--- config.mk ---
export PLATFORM = sky130hd
export DESIGN_NAME = adc_level_control_regs
export DESIGN_NICKNAME = d
export VERILOG_FILES = /design/src/hdl/level_ctrl_pkg.sv /design/src/hdl/adc_level_control_regs.sv
export SDC_FILE = /design/constraint.sdc
export NUM_CORES = 1
export LEC_CHECK = 0
export ABC_AREA = 1
export BUFFER_PORTS_ARGS = -buffer_cell sky130_fd_sc_hd__buf_2
export CAP_MARGIN = 20
export CORE_AREA = 2 2 196 198
export DETAILED_ROUTE_END_ITERATION = 16
export DIE_AREA = 0 0 198 200
export SLEW_MARGIN = 20
export SYNTH_ARGS = -nofsm -noshare
export SYNTH_HDL_FRONTEND = slang
export SYNTH_SLANG_ARGS = --single-unit
--- constraint.sdc ---
create_clock -name clk_sys -period 11.8 [get_ports clk_sys]
set_input_delay 1.18 -clock clk_sys [delete_from_list [all_inputs] [get_ports clk_sys]]
set_output_delay 1.18 -clock clk_sys [all_outputs]
set_load 0.03 [all_outputs]
--- src/hdl/level_ctrl_pkg.sv ---
// Package with register map, reset values, timing constants and types of the level control block.
package level_ctrl_pkg;

   localparam logic [6:0] OFS_LEFT_GAIN    = 7'h0E;
   localparam logic [6:0] OFS_RIGHT_GAIN   = 7'h0F;
   localparam logic [6:0] OFS_TARGET_CEIL  = 7'h10;
   localparam logic [6:0] OFS_HOLD_ENABLE  = 7'h11;
   localparam logic [6:0] OFS_ATTACK_DECAY = 7'h12;
   localparam logic [6:0] OFS_NOISE_GATE   = 7'h13;
   localparam logic [6:0] OFS_LIMITER      = 7'h14;
   localparam logic [6:0] OFS_INPUT_MUTE   = 7'h15;
   localparam logic [6:0] OFS_SOFT_RESET   = 7'h17;

   localparam logic [8:0] RST_GAIN         = 9'h0CF;
   localparam logic [8:0] RST_TARGET_CEIL  = 9'h07B;
   localparam logic [8:0] RST_HOLD_ENABLE  = 9'h000;
   localparam logic [8:0] RST_ATTACK_DECAY = 9'h032;
   localparam logic [8:0] RST_NOISE_GATE   = 9'h000;
   localparam logic [8:0] RST_LIMITER      = 9'h026;
   localparam logic [8:0] RST_INPUT_MUTE   = 9'h001;

   localparam int BIT_ZERO_CROSS  = 7;
   localparam int BIT_GAIN_ENABLE = 8;
   localparam int BIT_GATE_ENABLE = 0;
   localparam int BIT_RIGHT_MUTE  = 6;
   localparam int BIT_LEFT_MUTE   = 7;
   localparam int BIT_LINKED_GAIN = 8;

   localparam logic [1:0] MODE_LIMITER = 2'h0;
   localparam logic [1:0] MODE_RIGHT   = 2'h1;
   localparam logic [1:0] MODE_LEFT    = 2'h2;
   localparam logic [1:0] MODE_STEREO  = 2'h3;

   localparam logic [7:0]        GAIN_ZERO_DB   = 8'hCF;
   localparam logic signed [7:0] TARGET_BASE_DB = -8'sd16;
   localparam logic signed [7:0] GATE_BASE_DB   = -8'sd78;
   localparam logic [3:0]        TIME_SAT_CODE  = 4'hA;
   localparam logic [4:0]        FRAME_BITS     = 5'h10;

   localparam int CLK_PERIOD_NS       = 25;
   localparam int HOLD_BASE_NS        = 2670000;
   localparam int ATK_AUTO_BASE_NS    = 8400000;
   localparam int ATK_LIMIT_BASE_NS   = 250000;
   localparam int DCY_AUTO_BASE_NS    = 33500000;
   localparam int DCY_LIMIT_BASE_NS   = 1200000;
   localparam int WINDOW_BASE_NS      = 62500;
   localparam int HOLD_BASE_CYC       = (HOLD_BASE_NS + CLK_PERIOD_NS - 1) / CLK_PERIOD_NS;
   localparam int ATK_AUTO_BASE_CYC   = (ATK_AUTO_BASE_NS + CLK_PERIOD_NS - 1) / CLK_PERIOD_NS;
   localparam int ATK_LIMIT_BASE_CYC  = (ATK_LIMIT_BASE_NS + CLK_PERIOD_NS - 1) / CLK_PERIOD_NS;
   localparam int DCY_AUTO_BASE_CYC   = (DCY_AUTO_BASE_NS + CLK_PERIOD_NS - 1) / CLK_PERIOD_NS;
   localparam int DCY_LIMIT_BASE_CYC  = (DCY_LIMIT_BASE_NS + CLK_PERIOD_NS - 1) / CLK_PERIOD_NS;
   localparam logic [31:0] WINDOW_BASE_CYC = 32'((WINDOW_BASE_NS + CLK_PERIOD_NS - 1) / CLK_PERIOD_NS);

   typedef enum logic [2:0] {PH_IDLE, PH_WINDOW, PH_ATTACK, PH_HOLD, PH_DECAY} phase_e;

   typedef struct packed {
      logic [8:0] left_gain;
      logic [8:0] right_gain;
      logic [8:0] target_ceil;
      logic [8:0] hold_enable;
      logic [8:0] attack_decay;
      logic [8:0] noise_gate;
      logic [8:0] limiter;
      logic [8:0] input_mute;
   } regs_s;

   localparam regs_s REGS_RST = '{RST_GAIN, RST_GAIN, RST_TARGET_CEIL, RST_HOLD_ENABLE,
                                  RST_ATTACK_DECAY, RST_NOISE_GATE, RST_LIMITER, RST_INPUT_MUTE};

   typedef struct packed {
      logic signed [7:0] level_db;
      logic              zero_cross;
   } chan_in_s;

   typedef struct packed {
      logic [1:0] engine_active;
      phase_e     left_phase;
      phase_e     right_phase;
   } status_s;

endpackage

--- src/hdl/adc_level_control_regs.sv ---
// Control registers, serial write port and gain engine of the audio input level control.
`timescale 1ns/1ps
module adc_level_control_regs
   import level_ctrl_pkg::*;
#(
   parameter int unsigned HOLD_CYC      = HOLD_BASE_CYC,
   parameter int unsigned ATK_AUTO_CYC  = ATK_AUTO_BASE_CYC,
   parameter int unsigned ATK_LIMIT_CYC = ATK_LIMIT_BASE_CYC,
   parameter int unsigned DCY_AUTO_CYC  = DCY_AUTO_BASE_CYC,
   parameter int unsigned DCY_LIMIT_CYC = DCY_LIMIT_BASE_CYC
) (
   input  wire logic           clk_sys,
   input  wire logic           srst,
   input  wire logic           ctl_clk,
   input  wire logic           ctl_data,
   input  wire logic           ctl_latch,
   input  chan_in_s            left_in,
   input  chan_in_s            right_in,
   output logic [7:0]          left_gain_value,
   output logic [7:0]          right_gain_value,
   output logic                left_channel_mute,
   output logic                right_channel_mute,
   output logic [3:0]          input_pair_select,
   output status_s             engine_status
);

   typedef struct packed {
      regs_s            regs;
      logic [15:0]      shift;
      logic [4:0]       nbits;
      logic             clk_d;
      logic             latch_d;
      logic [1:0][7:0]  gain;
      logic [1:0][31:0] timer;
      phase_e [1:0]     phase;
   } state_s;

   state_s s_r;
   state_s s_nxt;

   logic              commit;
   logic [6:0]        wr_addr;
   logic [8:0]        wr_data;
   logic [1:0]        active;
   logic              auto_mode;
   logic [1:0][7:0]   ceil_g;
   logic [1:0][7:0]   floor_g;
   logic [1:0]        gated;
   logic [1:0]        above;
   logic [1:0][7:0]   static_g;
   chan_in_s [1:0]    cin;
   // Engine terms live at module level so that the checks below can see them.
   logic [1:0]        mode;
   logic [3:0]        att;
   logic [7:0]        att2;
   logic [2:0]        cc;
   logic [3:0]        fc;
   logic [31:0]       hold_c;
   logic [31:0]       atk_c;
   logic [31:0]       dcy_c;
   logic [31:0]       win_c;
   logic signed [7:0] tgt;
   logic signed [7:0] thr;
   logic              step_ok;

   function automatic logic [31:0] scaled(input logic [31:0] base, input logic [3:0] code);
      logic [3:0] sh;
      sh = (code > TIME_SAT_CODE) ? TIME_SAT_CODE : code;
      return base << sh;
   endfunction

   function automatic logic hit(input logic [6:0] addr, input logic [6:0] ofs);
      return addr == ofs;
   endfunction

   ////////////////////////////////////////////////////////////////////////////////
   // Register decode and gain engine.

   always_comb begin
      s_nxt = s_r;
      cin[0] = left_in;
      cin[1] = right_in;
      wr_addr = s_r.shift[15:9];
      wr_data = s_r.shift[8:0];
      // The host frame is shifted on rising port clock edges and accepted on the latch rise.
      s_nxt.clk_d = ctl_clk;
      s_nxt.latch_d = ctl_latch;
      commit = ctl_latch && !s_r.latch_d && (s_r.nbits == FRAME_BITS);
      if (ctl_latch && !s_r.latch_d) begin
         s_nxt.nbits = '0;
      end else if (!ctl_latch && ctl_clk && !s_r.clk_d) begin
         s_nxt.shift = {s_r.shift[14:0], ctl_data};
         if (s_r.nbits != FRAME_BITS) begin
            s_nxt.nbits = s_r.nbits + 5'h01;
         end
      end
      if (commit) begin
         if (hit(wr_addr, OFS_LEFT_GAIN) || hit(wr_addr, OFS_RIGHT_GAIN)) begin
            if (s_r.regs.input_mute[BIT_LINKED_GAIN]) begin
               s_nxt.regs.left_gain = wr_data;
               s_nxt.regs.right_gain = wr_data;
            end else if (hit(wr_addr, OFS_LEFT_GAIN)) begin
               s_nxt.regs.left_gain = wr_data;
            end else begin
               s_nxt.regs.right_gain = wr_data;
            end
         end
         if (hit(wr_addr, OFS_TARGET_CEIL)) s_nxt.regs.target_ceil = wr_data;
         if (hit(wr_addr, OFS_HOLD_ENABLE)) s_nxt.regs.hold_enable = wr_data;
         if (hit(wr_addr, OFS_ATTACK_DECAY)) s_nxt.regs.attack_decay = wr_data;
         if (hit(wr_addr, OFS_NOISE_GATE)) s_nxt.regs.noise_gate = wr_data;
         if (hit(wr_addr, OFS_LIMITER)) s_nxt.regs.limiter = wr_data;
         if (hit(wr_addr, OFS_INPUT_MUTE)) s_nxt.regs.input_mute = wr_data;
         if (hit(wr_addr, OFS_SOFT_RESET)) s_nxt.regs = REGS_RST;
      end

      mode = s_r.regs.target_ceil[8:7];
      auto_mode = (mode != MODE_LIMITER);
      active[0] = s_r.regs.hold_enable[BIT_GAIN_ENABLE] && (mode != MODE_RIGHT);
      active[1] = s_r.regs.hold_enable[BIT_GAIN_ENABLE] && (mode != MODE_LEFT);
      static_g[0] = s_r.regs.left_gain[7:0];
      static_g[1] = s_r.regs.right_gain[7:0];
      tgt = $signed({4'h0, s_r.regs.target_ceil[3:0]}) + TARGET_BASE_DB;
      cc = s_r.regs.noise_gate[4:2];
      thr = $signed({3'h0, cc, 2'b00}) + $signed({4'h0, cc, 1'b0}) + GATE_BASE_DB;
      cc = s_r.regs.target_ceil[6:4];
      fc = s_r.regs.limiter[3:0];
      att = (fc < 4'h3) ? 4'h3 : ((fc > 4'hC) ? 4'hC : fc);
      att2 = {3'h0, att, 1'b0};
      // Hold and window codes are twice as long per code from their first nonzero value.
      hold_c = (s_r.regs.hold_enable[3:0] == 4'h0) ? 32'h0 :
               (32'(HOLD_CYC) << (s_r.regs.hold_enable[3:0] - 4'h1));
      win_c = (s_r.regs.limiter[6:4] == 3'h0) ? 32'h0 :
              (WINDOW_BASE_CYC << (s_r.regs.limiter[6:4] - 3'h1));
      atk_c = auto_mode ? scaled(32'(ATK_AUTO_CYC), s_r.regs.attack_decay[3:0]) :
              scaled(32'(ATK_LIMIT_CYC), s_r.regs.attack_decay[3:0]);
      dcy_c = auto_mode ? scaled(32'(DCY_AUTO_CYC), s_r.regs.attack_decay[7:4]) :
              scaled(32'(DCY_LIMIT_CYC), s_r.regs.attack_decay[7:4]);
      for (int ch = 0; ch < 2; ch++) begin
         if (auto_mode) begin
            ceil_g[ch] = (cc == 3'h0) ? GAIN_ZERO_DB : GAIN_ZERO_DB + {2'b00, cc - 3'h1, 3'b000};
            floor_g[ch] = (fc <= TIME_SAT_CODE) ? GAIN_ZERO_DB - 8'h02 :
                          GAIN_ZERO_DB - 8'h0A - {1'b0, fc - 4'hB, 3'b000};
         end else begin
            ceil_g[ch] = static_g[ch];
            floor_g[ch] = (static_g[ch] > att2) ? static_g[ch] - att2 : 8'h00;
         end
         above[ch] = cin[ch].level_db > tgt;
         gated[ch] = s_r.regs.noise_gate[BIT_GATE_ENABLE] && (cin[ch].level_db < thr);
         // Zero-cross waiting keeps the step pending so no step is lost, only delayed.
         step_ok = !(auto_mode && s_r.regs.hold_enable[BIT_ZERO_CROSS]) || cin[ch].zero_cross;
         if (s_r.timer[ch] != 32'hFFFF_FFFF) begin
            s_nxt.timer[ch] = s_r.timer[ch] + 32'h1;
         end
         if (!active[ch]) begin
            s_nxt.gain[ch] = static_g[ch];
            s_nxt.phase[ch] = PH_IDLE;
            s_nxt.timer[ch] = '0;
         end else if (above[ch]) begin
            case (s_r.phase[ch])
               PH_WINDOW: begin
                  if (s_r.timer[ch] >= win_c) begin
                     s_nxt.phase[ch] = PH_ATTACK;
                     s_nxt.timer[ch] = '0;
                  end
               end
               PH_ATTACK: begin
                  if (s_r.timer[ch] >= atk_c && step_ok && s_r.gain[ch] > floor_g[ch]) begin
                     s_nxt.gain[ch] = s_r.gain[ch] - 8'h01;
                     s_nxt.timer[ch] = '0;
                  end
               end
               default: begin
                  s_nxt.phase[ch] = (!auto_mode && win_c != 32'h0) ? PH_WINDOW : PH_ATTACK;
                  s_nxt.timer[ch] = '0;
               end
            endcase
         end else if (gated[ch]) begin
            s_nxt.phase[ch] = PH_IDLE;
            s_nxt.timer[ch] = '0;
         end else begin
            case (s_r.phase[ch])
               PH_HOLD: begin
                  if (s_r.timer[ch] >= hold_c) begin
                     s_nxt.phase[ch] = PH_DECAY;
                     s_nxt.timer[ch] = '0;
                  end
               end
               PH_DECAY: begin
                  if (s_r.timer[ch] >= dcy_c && step_ok && s_r.gain[ch] < ceil_g[ch]) begin
                     s_nxt.gain[ch] = s_r.gain[ch] + 8'h01;
                     s_nxt.timer[ch] = '0;
                  end
               end
               default: begin
                  s_nxt.phase[ch] = PH_HOLD;
                  s_nxt.timer[ch] = '0;
               end
            endcase
         end
      end
   end

   ////////////////////////////////////////////////////////////////////////////////
   // State register and outputs.

   always_ff @(posedge clk_sys) begin
      if (srst) begin
         s_r.regs <= REGS_RST;
         s_r.shift <= '0;
         s_r.nbits <= '0;
         s_r.clk_d <= 1'b0;
         s_r.latch_d <= 1'b0;
         s_r.gain <= {GAIN_ZERO_DB, GAIN_ZERO_DB};
         s_r.timer <= '0;
         s_r.phase <= '{PH_IDLE, PH_IDLE};
      end else begin
         s_r <= s_nxt;
      end
   end

   assign left_gain_value = s_r.gain[0];
   assign right_gain_value = s_r.gain[1];
   assign left_channel_mute = s_r.regs.input_mute[BIT_LEFT_MUTE];
   assign right_channel_mute = s_r.regs.input_mute[BIT_RIGHT_MUTE];
   assign input_pair_select = s_r.regs.input_mute[3:0];
   assign engine_status = '{active, s_r.phase[0], s_r.phase[1]};

   ////////////////////////////////////////////////////////////////////////////////
   // Checks.

   chk_soft_reset: assert property (@(posedge clk_sys) disable iff (srst)
      commit && wr_addr == OFS_SOFT_RESET |=> s_r.regs == REGS_RST && input_pair_select == 4'h1)
      else $error("soft reset write did not restore registers");

   chk_linked_write: assert property (@(posedge clk_sys) disable iff (srst)
      commit && wr_addr == OFS_LEFT_GAIN && s_r.regs.input_mute[BIT_LINKED_GAIN]
      |=> s_r.regs.right_gain == $past(wr_data) && s_r.regs.left_gain == $past(wr_data))
      else $error("linked gain write missed a channel");

   chk_gain_reset: assert property (@(posedge clk_sys) $fell(srst) |->
      left_gain_value == 8'hCF && right_gain_value == 8'hCF)
      else $error("gain not at 0dB after reset");

   chk_left_mute: assert property (@(posedge clk_sys) disable iff (srst)
      commit && wr_addr == OFS_INPUT_MUTE |=> left_channel_mute == $past(wr_data[7]))
      else $error("left mute does not follow write");

   chk_right_mute: assert property (@(posedge clk_sys) disable iff (srst)
      commit && wr_addr == OFS_INPUT_MUTE |=> right_channel_mute == $past(wr_data[6]))
      else $error("right mute does not follow write");

   chk_engine_off: assert property (@(posedge clk_sys) disable iff (srst)
      !s_r.regs.hold_enable[BIT_GAIN_ENABLE] |=> left_gain_value == $past(s_r.regs.left_gain[7:0]))
      else $error("gain moved while control disabled");

   chk_ceiling_held: assert property (@(posedge clk_sys) disable iff (srst)
      active[0] && auto_mode && s_nxt.gain[0] > s_r.gain[0] |=> left_gain_value <= $past(ceil_g[0]))
      else $error("gain rose above ceiling");

   chk_floor_held: assert property (@(posedge clk_sys) disable iff (srst)
      active[1] && s_nxt.gain[1] < s_r.gain[1] |=> right_gain_value >= $past(floor_g[1]))
      else $error("gain fell below floor");

   chk_gate_holds: assert property (@(posedge clk_sys) disable iff (srst)
      active[0] && gated[0] && !above[0] |=> left_gain_value <= $past(left_gain_value))
      else $error("gain rose under noise gate");

   chk_mode_select: assert property (@(posedge clk_sys) disable iff (srst)
      s_r.regs.hold_enable[BIT_GAIN_ENABLE] && s_r.regs.target_ceil[8:7] == MODE_LEFT
      |-> !active[1] && active[0])
      else $error("mode select enabled wrong channel");

   chk_attack_timing: assert property (@(posedge clk_sys) disable iff (srst)
      active[0] && s_nxt.gain[0] < s_r.gain[0] |-> s_r.phase[0] == PH_ATTACK && s_r.timer[0] >= atk_c)
      else $error("gain fell before attack time");

   chk_decay_timing: assert property (@(posedge clk_sys) disable iff (srst)
      active[1] && s_nxt.gain[1] > s_r.gain[1] |-> s_r.phase[1] == PH_DECAY && s_r.timer[1] >= dcy_c)
      else $error("gain rose before decay time");

   chk_hold_before_rise: assert property (@(posedge clk_sys) disable iff (srst)
      active[1] && s_r.phase[1] == PH_HOLD && s_nxt.phase[1] == PH_DECAY |-> s_r.timer[1] >= hold_c)
      else $error("decay started before hold time");

   chk_window_first: assert property (@(posedge clk_sys) disable iff (srst)
      active[0] && s_r.phase[0] == PH_WINDOW && s_nxt.phase[0] == PH_ATTACK |-> s_r.timer[0] >= win_c)
      else $error("attack started inside transient window");

   chk_zero_cross_gate: assert property (@(posedge clk_sys) disable iff (srst)
      active[0] && auto_mode && s_r.regs.hold_enable[BIT_ZERO_CROSS] && !left_in.zero_cross
      |=> left_gain_value == $past(left_gain_value))
      else $error("gain stepped without zero cross");

   chk_gate_threshold: assert property (@(posedge clk_sys) disable iff (srst)
      thr == GATE_BASE_DB + 8'(6 * s_r.regs.noise_gate[4:2]))
      else $error("gate threshold off its 6dB grid");

   chk_target_level: assert property (@(posedge clk_sys) disable iff (srst)
      tgt == TARGET_BASE_DB + 8'(s_r.regs.target_ceil[3:0]))
      else $error("target level off its 1dB grid");

   chk_limit_floor: assert property (@(posedge clk_sys) disable iff (srst)
      active[0] && !auto_mode && s_nxt.gain[0] < s_r.gain[0]
      |-> {1'b0, s_nxt.gain[0]} + 9'h018 >= {1'b0, static_g[0]})
      else $error("limiter attenuated past its maximum");

   chk_hold_length: assert property (@(posedge clk_sys) disable iff (srst)
      s_r.regs.hold_enable[3:0] == 4'hF |-> hold_c == 32'(HOLD_CYC) * 32'h4000)
      else $error("longest hold time wrong");

   chk_window_length: assert property (@(posedge clk_sys) disable iff (srst)
      s_r.regs.limiter[6:4] == 3'h7 |-> win_c == WINDOW_BASE_CYC * 32'h40)
      else $error("longest transient window wrong");

   chk_attack_sat: assert property (@(posedge clk_sys) disable iff (srst)
      s_r.regs.attack_decay[3:0] >= TIME_SAT_CODE
      |-> atk_c == (auto_mode ? 32'(ATK_AUTO_CYC) : 32'(ATK_LIMIT_CYC)) * 32'h400)
      else $error("attack time not saturated");

   chk_decay_sat: assert property (@(posedge clk_sys) disable iff (srst)
      s_r.regs.attack_decay[7:4] >= TIME_SAT_CODE
      |-> dcy_c == (auto_mode ? 32'(DCY_AUTO_CYC) : 32'(DCY_LIMIT_CYC)) * 32'h400)
      else $error("decay time not saturated");

   chk_ceiling_code: assert property (@(posedge clk_sys) disable iff (srst)
      auto_mode && s_r.regs.target_ceil[6:4] == 3'h7 |-> ceil_g[0] == GAIN_ZERO_DB + 8'h30)
      else $error("top gain ceiling is not 24dB");

endmodule

==> flow_metrics.env <==
export IMPL_status="completed"
export IMPL_clk_latency_ns=0.48
export IMPL_synthArstFlopShare_pct=0
export IMPL_crit_start="fc[0]$_SDFFE_PP0P_"
export IMPL_drt_total_wl_um=53400
export IMPL_crit_required_ns=12.13
export IMPL_grt_pass1_vias=15594
export IMPL_ys_ff_latch=166
export IMPL_place_port_buffers=52
export IMPL_final_area_um2=17900
export IMPL_maxSlewHeadroom_pct=28.6
export IMPL_initialDrtViolationCount=1118
export IMPL_cts_root_buf="clkbuf_16"
export IMPL_crit_end="s_r[52]$_SDFF_PP0_"
export IMPL_wl_per_cell_um=18.0
export IMPL_cts_sinks=166
export IMPL_synth_area_leaders="ha_1 23%, dfxtp_1 20%, nand2_1 10%, a21oi_1 6.7%, inv_1 6.3%"
export IMPL_antenna_cells=0
export IMPL_dr_pass1_iters=6
export IMPL_place_gp_congestion=0.949
export IMPL_synth_area_um2=16800
export IMPL_clock_fmax_mhz=195
export IMPL_coreArea_um2=37400
export IMPL_reg2reg_depth=23
export IMPL_yosysTopAreaCellShare_pct=22.9
export IMPL_hold_buffers=0
export IMPL_setup_viol=0
export IMPL_cts_resized_gates=0
export IMPL_final_cell_count_no_fill=2972
export IMPL_io_pins=53
export IMPL_p_leak_uw=0.00837
export IMPL_cap_violations=0
export IMPL_min_period_ns=5.14
export IMPL_clk_pin_slew_worst_paths_ns=0.07
export IMPL_start_kind="register"
export IMPL_ys_types=63
export IMPL_p_per_area_nw_per_um2=65.8
export IMPL_yosysTopAreaCell="ha_1"
export IMPL_num_rows=71
export IMPL_r2r_end="s_r[52]$_SDFF_PP0_"
export IMPL_syn2layout_area_growth_pct=6.55
export IMPL_grt_max_degree=53
export IMPL_synth_edff_count=0
export IMPL_ys_warn_count=0
export IMPL_cts_tree="yes"
export IMPL_met2_length_um=25300
export IMPL_place_area_um2=17300
export IMPL_placedCellCount=2940
export IMPL_worst_setup_path_end_kind="register"
export IMPL_worstPathArrival_ns=5.47
export IMPL_worstMarginPinSlew_ns=1.06
export IMPL_seq_area_frac_synth_pct=19.8
export IMPL_vdd_drop_max_v=0.000129
export IMPL_hold_class="reg -> reg"
export IMPL_htreeDepth=4
export IMPL_setup_tns_ns=0
export IMPL_post_cts_buffers=0
export IMPL_drc=0
export IMPL_via_per_inst=5.55
export IMPL_start_util_pct=44.8
export IMPL_finalHoldViolations=0
export IMPL_grt_overflow_total=0
export IMPL_drv_slew=0
export IMPL_highest_signal_layer="met4"
export IMPL_wl_met1_um=23200
export IMPL_cts_buffers=17
export IMPL_netlist_instances=2441
export IMPL_nFillCells=3852
export IMPL_grt_pass1_wl_um=84400
export IMPL_nets=2782
export IMPL_die_area_um2=39600
export IMPL_postSynthAreaPerCell_um2=6.86
export IMPL_critPathMaxFanout=30
export IMPL_rsz0062_at_grt="no"
export IMPL_critPathKind="reg -> reg"
export IMPL_drive_above_1_share_pct=6.62
export IMPL_fin_skew_ns=0.0150
export IMPL_r2r_setup_slack_ns=6.66
export IMPL_dp_hpwl_um=42500
export IMPL_r2r_start="fc[0]$_SDFFE_PP0P_"
export IMPL_drtAntennaViolNets=0
export IMPL_antenna_found_initial=0
export IMPL_ys_flop_type="dfxtp_1"
export IMPL_grt_use_total_pct=27.6
export IMPL_fp_dieW_um=198
export IMPL_post_route_period_util_pct=43.6
export IMPL_wl_met3_um=2970
export IMPL_clockBufferDepth=2
export IMPL_dieHeight_um=200
export IMPL_vias=16494
==> cell usage in the layout (no fill, tap or decap), types with 4 or more instances in the layout <==
| cell | Yosys | final |
|---|---|---|
| nand2_1 | 467 | 467 |
| ha_1 | 306 | 306 |
| inv_1 | 283 | 283 |
| a21oi_1 | 225 | 225 |
| nor2_1 | 221 | 219 |
| o21ai_0 | 182 | 182 |
| dfxtp_1 | 166 | 166 |
| nand3_1 | 122 | 122 |
| nor3_1 | 54 | 53 |
| buf_2 | 3 | 52 |
| nand4_1 | 43 | 43 |
| nor2_2 | 31 | 33 |
| xor2_1 | 31 | 31 |
| xnor2_1 | 30 | 30 |
| o211ai_1 | 26 | 26 |
| o21a_1 | 17 | 17 |
| nor4_1 | 17 | 17 |
| clkbuf_16 | 0 | 17 |
| a22oi_1 | 15 | 15 |
| or2_2 | 13 | 13 |
| o22ai_1 | 10 | 10 |
| o221ai_1 | 10 | 10 |
| a211oi_1 | 7 | 7 |
| nand3b_1 | 7 | 7 |
| buf_4 | 27 | 7 |
| o31ai_1 | 6 | 6 |
| nand2_2 | 6 | 6 |
| a31oi_1 | 5 | 5 |
| o2111ai_1 | 5 | 5 |
| fa_1 | 5 | 5 |
| inv_6 | 0 | 5 |
| inv_2 | 3 | 4 |
| conb_1 | 1 | 4 |
==> through the flow <==
step | utilization, % | setup WS (ns) | hold WS (ns) | total power [µW]
after global placement | 46.2 | 6.87 | 0.437 | 635
after detailed placement | 46.2 | 6.75 | 0.448 | 637
final | 47.7 | 6.66 | 0.452 | 1170
after CTS | 47.7 | 6.74 | 0.459 | 1190
after floorplan | - | 7.80 | 0.424 | 617
after global routing | 47.7 | 6.12 | 0.469 | 1210
==> cell type report <==
cell class / count / area [µm²] / area share, %
Clock buffer: 20 / 447 / 2.50
Clock inverter: 12 / 105 / 0.589
Inverter: 290 / 1090 / 6.10
Multi-Input combinational cell: 1914 / 11900 / 66.9
Sequential cell: 166 / 3320 / 18.6
Tap cell: 511 / 639 / 3.58
Timing Repair Buffer: 59 / 313 / 1.75
==> worst min-delay path by stage <==
stage	from	endpoint	cells past startpoint
2_1_floorplan	s_r[152]$_SDFFE_PP0P_	s_r[152]$_SDFFE_PP0P_	2
3_3_place_gp	s_r[152]$_SDFFE_PP0P_	s_r[152]$_SDFFE_PP0P_	2
3_5_place_dp	s_r[152]$_SDFFE_PP0P_	s_r[152]$_SDFFE_PP0P_	2
4_1_cts	s_r[152]$_SDFFE_PP0P_	s_r[152]$_SDFFE_PP0P_	2
5_1_grt	s_r[152]$_SDFFE_PP0P_	s_r[152]$_SDFFE_PP0P_	2
6_report	s_r[152]$_SDFFE_PP0P_	s_r[152]$_SDFFE_PP0P_	2
==> worst max-delay path: stages (launching register included) <==
cell and delay, ns:
dfxtp_1 0.34, inv_1 0.14, ha_1 0.16, nor2_1 0.05
o21ai_0 0.50, inv_1 0.17, ha_1 0.31, nand2_1 0.09
o21ai_0 0.12, nand2_1 0.08, nand2_1 0.08, o21a_1 0.12
nor3_1 0.36, nand2_1 0.16, o311ai_0 0.16, ha_1 0.33
nand4_1 0.13, nor2_1 0.05, a311oi_1 0.41, nand2_1 0.19
a21boi_0 0.32, nand2_1 0.11, nand2_2 0.52, nor2_1 0.09
==> metal layers <==
metal	vias to the layer above	GRT usage, %
met3	103	4.54
li1	8328	-
met2	435	48.4
met1	7628	33.6
met4	0	11.4
met5	-	0
==> cells in the mapped netlist, types with 4 or more instances <==
master / number
a211oi_1: 7
a21oi_1: 225
a22oi_1: 15
a31oi_1: 5
buf_1: 4
buf_4: 27
buf_6: 7
clkbuf_1: 33
clkinv_1: 4
dfxtp_1: 166
fa_1: 5
ha_1: 306
inv_1: 283
nand2_1: 467
nand2_2: 6
nand3_1: 122
nand3b_1: 7
nand4_1: 43
nor2_1: 221
nor2_2: 31
nor3_1: 54
nor4_1: 17
o2111ai_1: 5
o211ai_1: 26
o21a_1: 17
o21ai_0: 182
o221ai_1: 10
o22ai_1: 10
o31ai_1: 6
or2_2: 13
xnor2_1: 30
xor2_1: 31
==> power breakdown <==
part	internal (µW)	total, µW	switching (µW)
Clock	281	550	269
Sequential	564	567	3.08
Combinational	18.7	56.9	38.3
==> registers in the layout, summed over array words and instances, names as in the netlist <==
signal              cells
engine_status           6
mode                    2
cc                      3
left_gain_value         8
right_channel_mute      1
right_gain_value        8
left_channel_mute       1
s_r                   129
input_pair_select       4
fc                      4
==> cell families after synthesis <==
| group | after synthesis | share of synthesized area, % |
|---|---|---|
| flops | 166 | 19.8 |
| simple gates | 1002 | 26.3 |
| other cells | 1 | 0.0224 |
| buf+inv | 364 | 9.10 |
| compound gates | 534 | 18.0 |
| mux | 2 | 0.119 |
| xor+xnor | 61 | 3.19 |
| fa+ha+maj | 311 | 23.5 |
No activity file was read; power rests on OpenSTA's default activity.
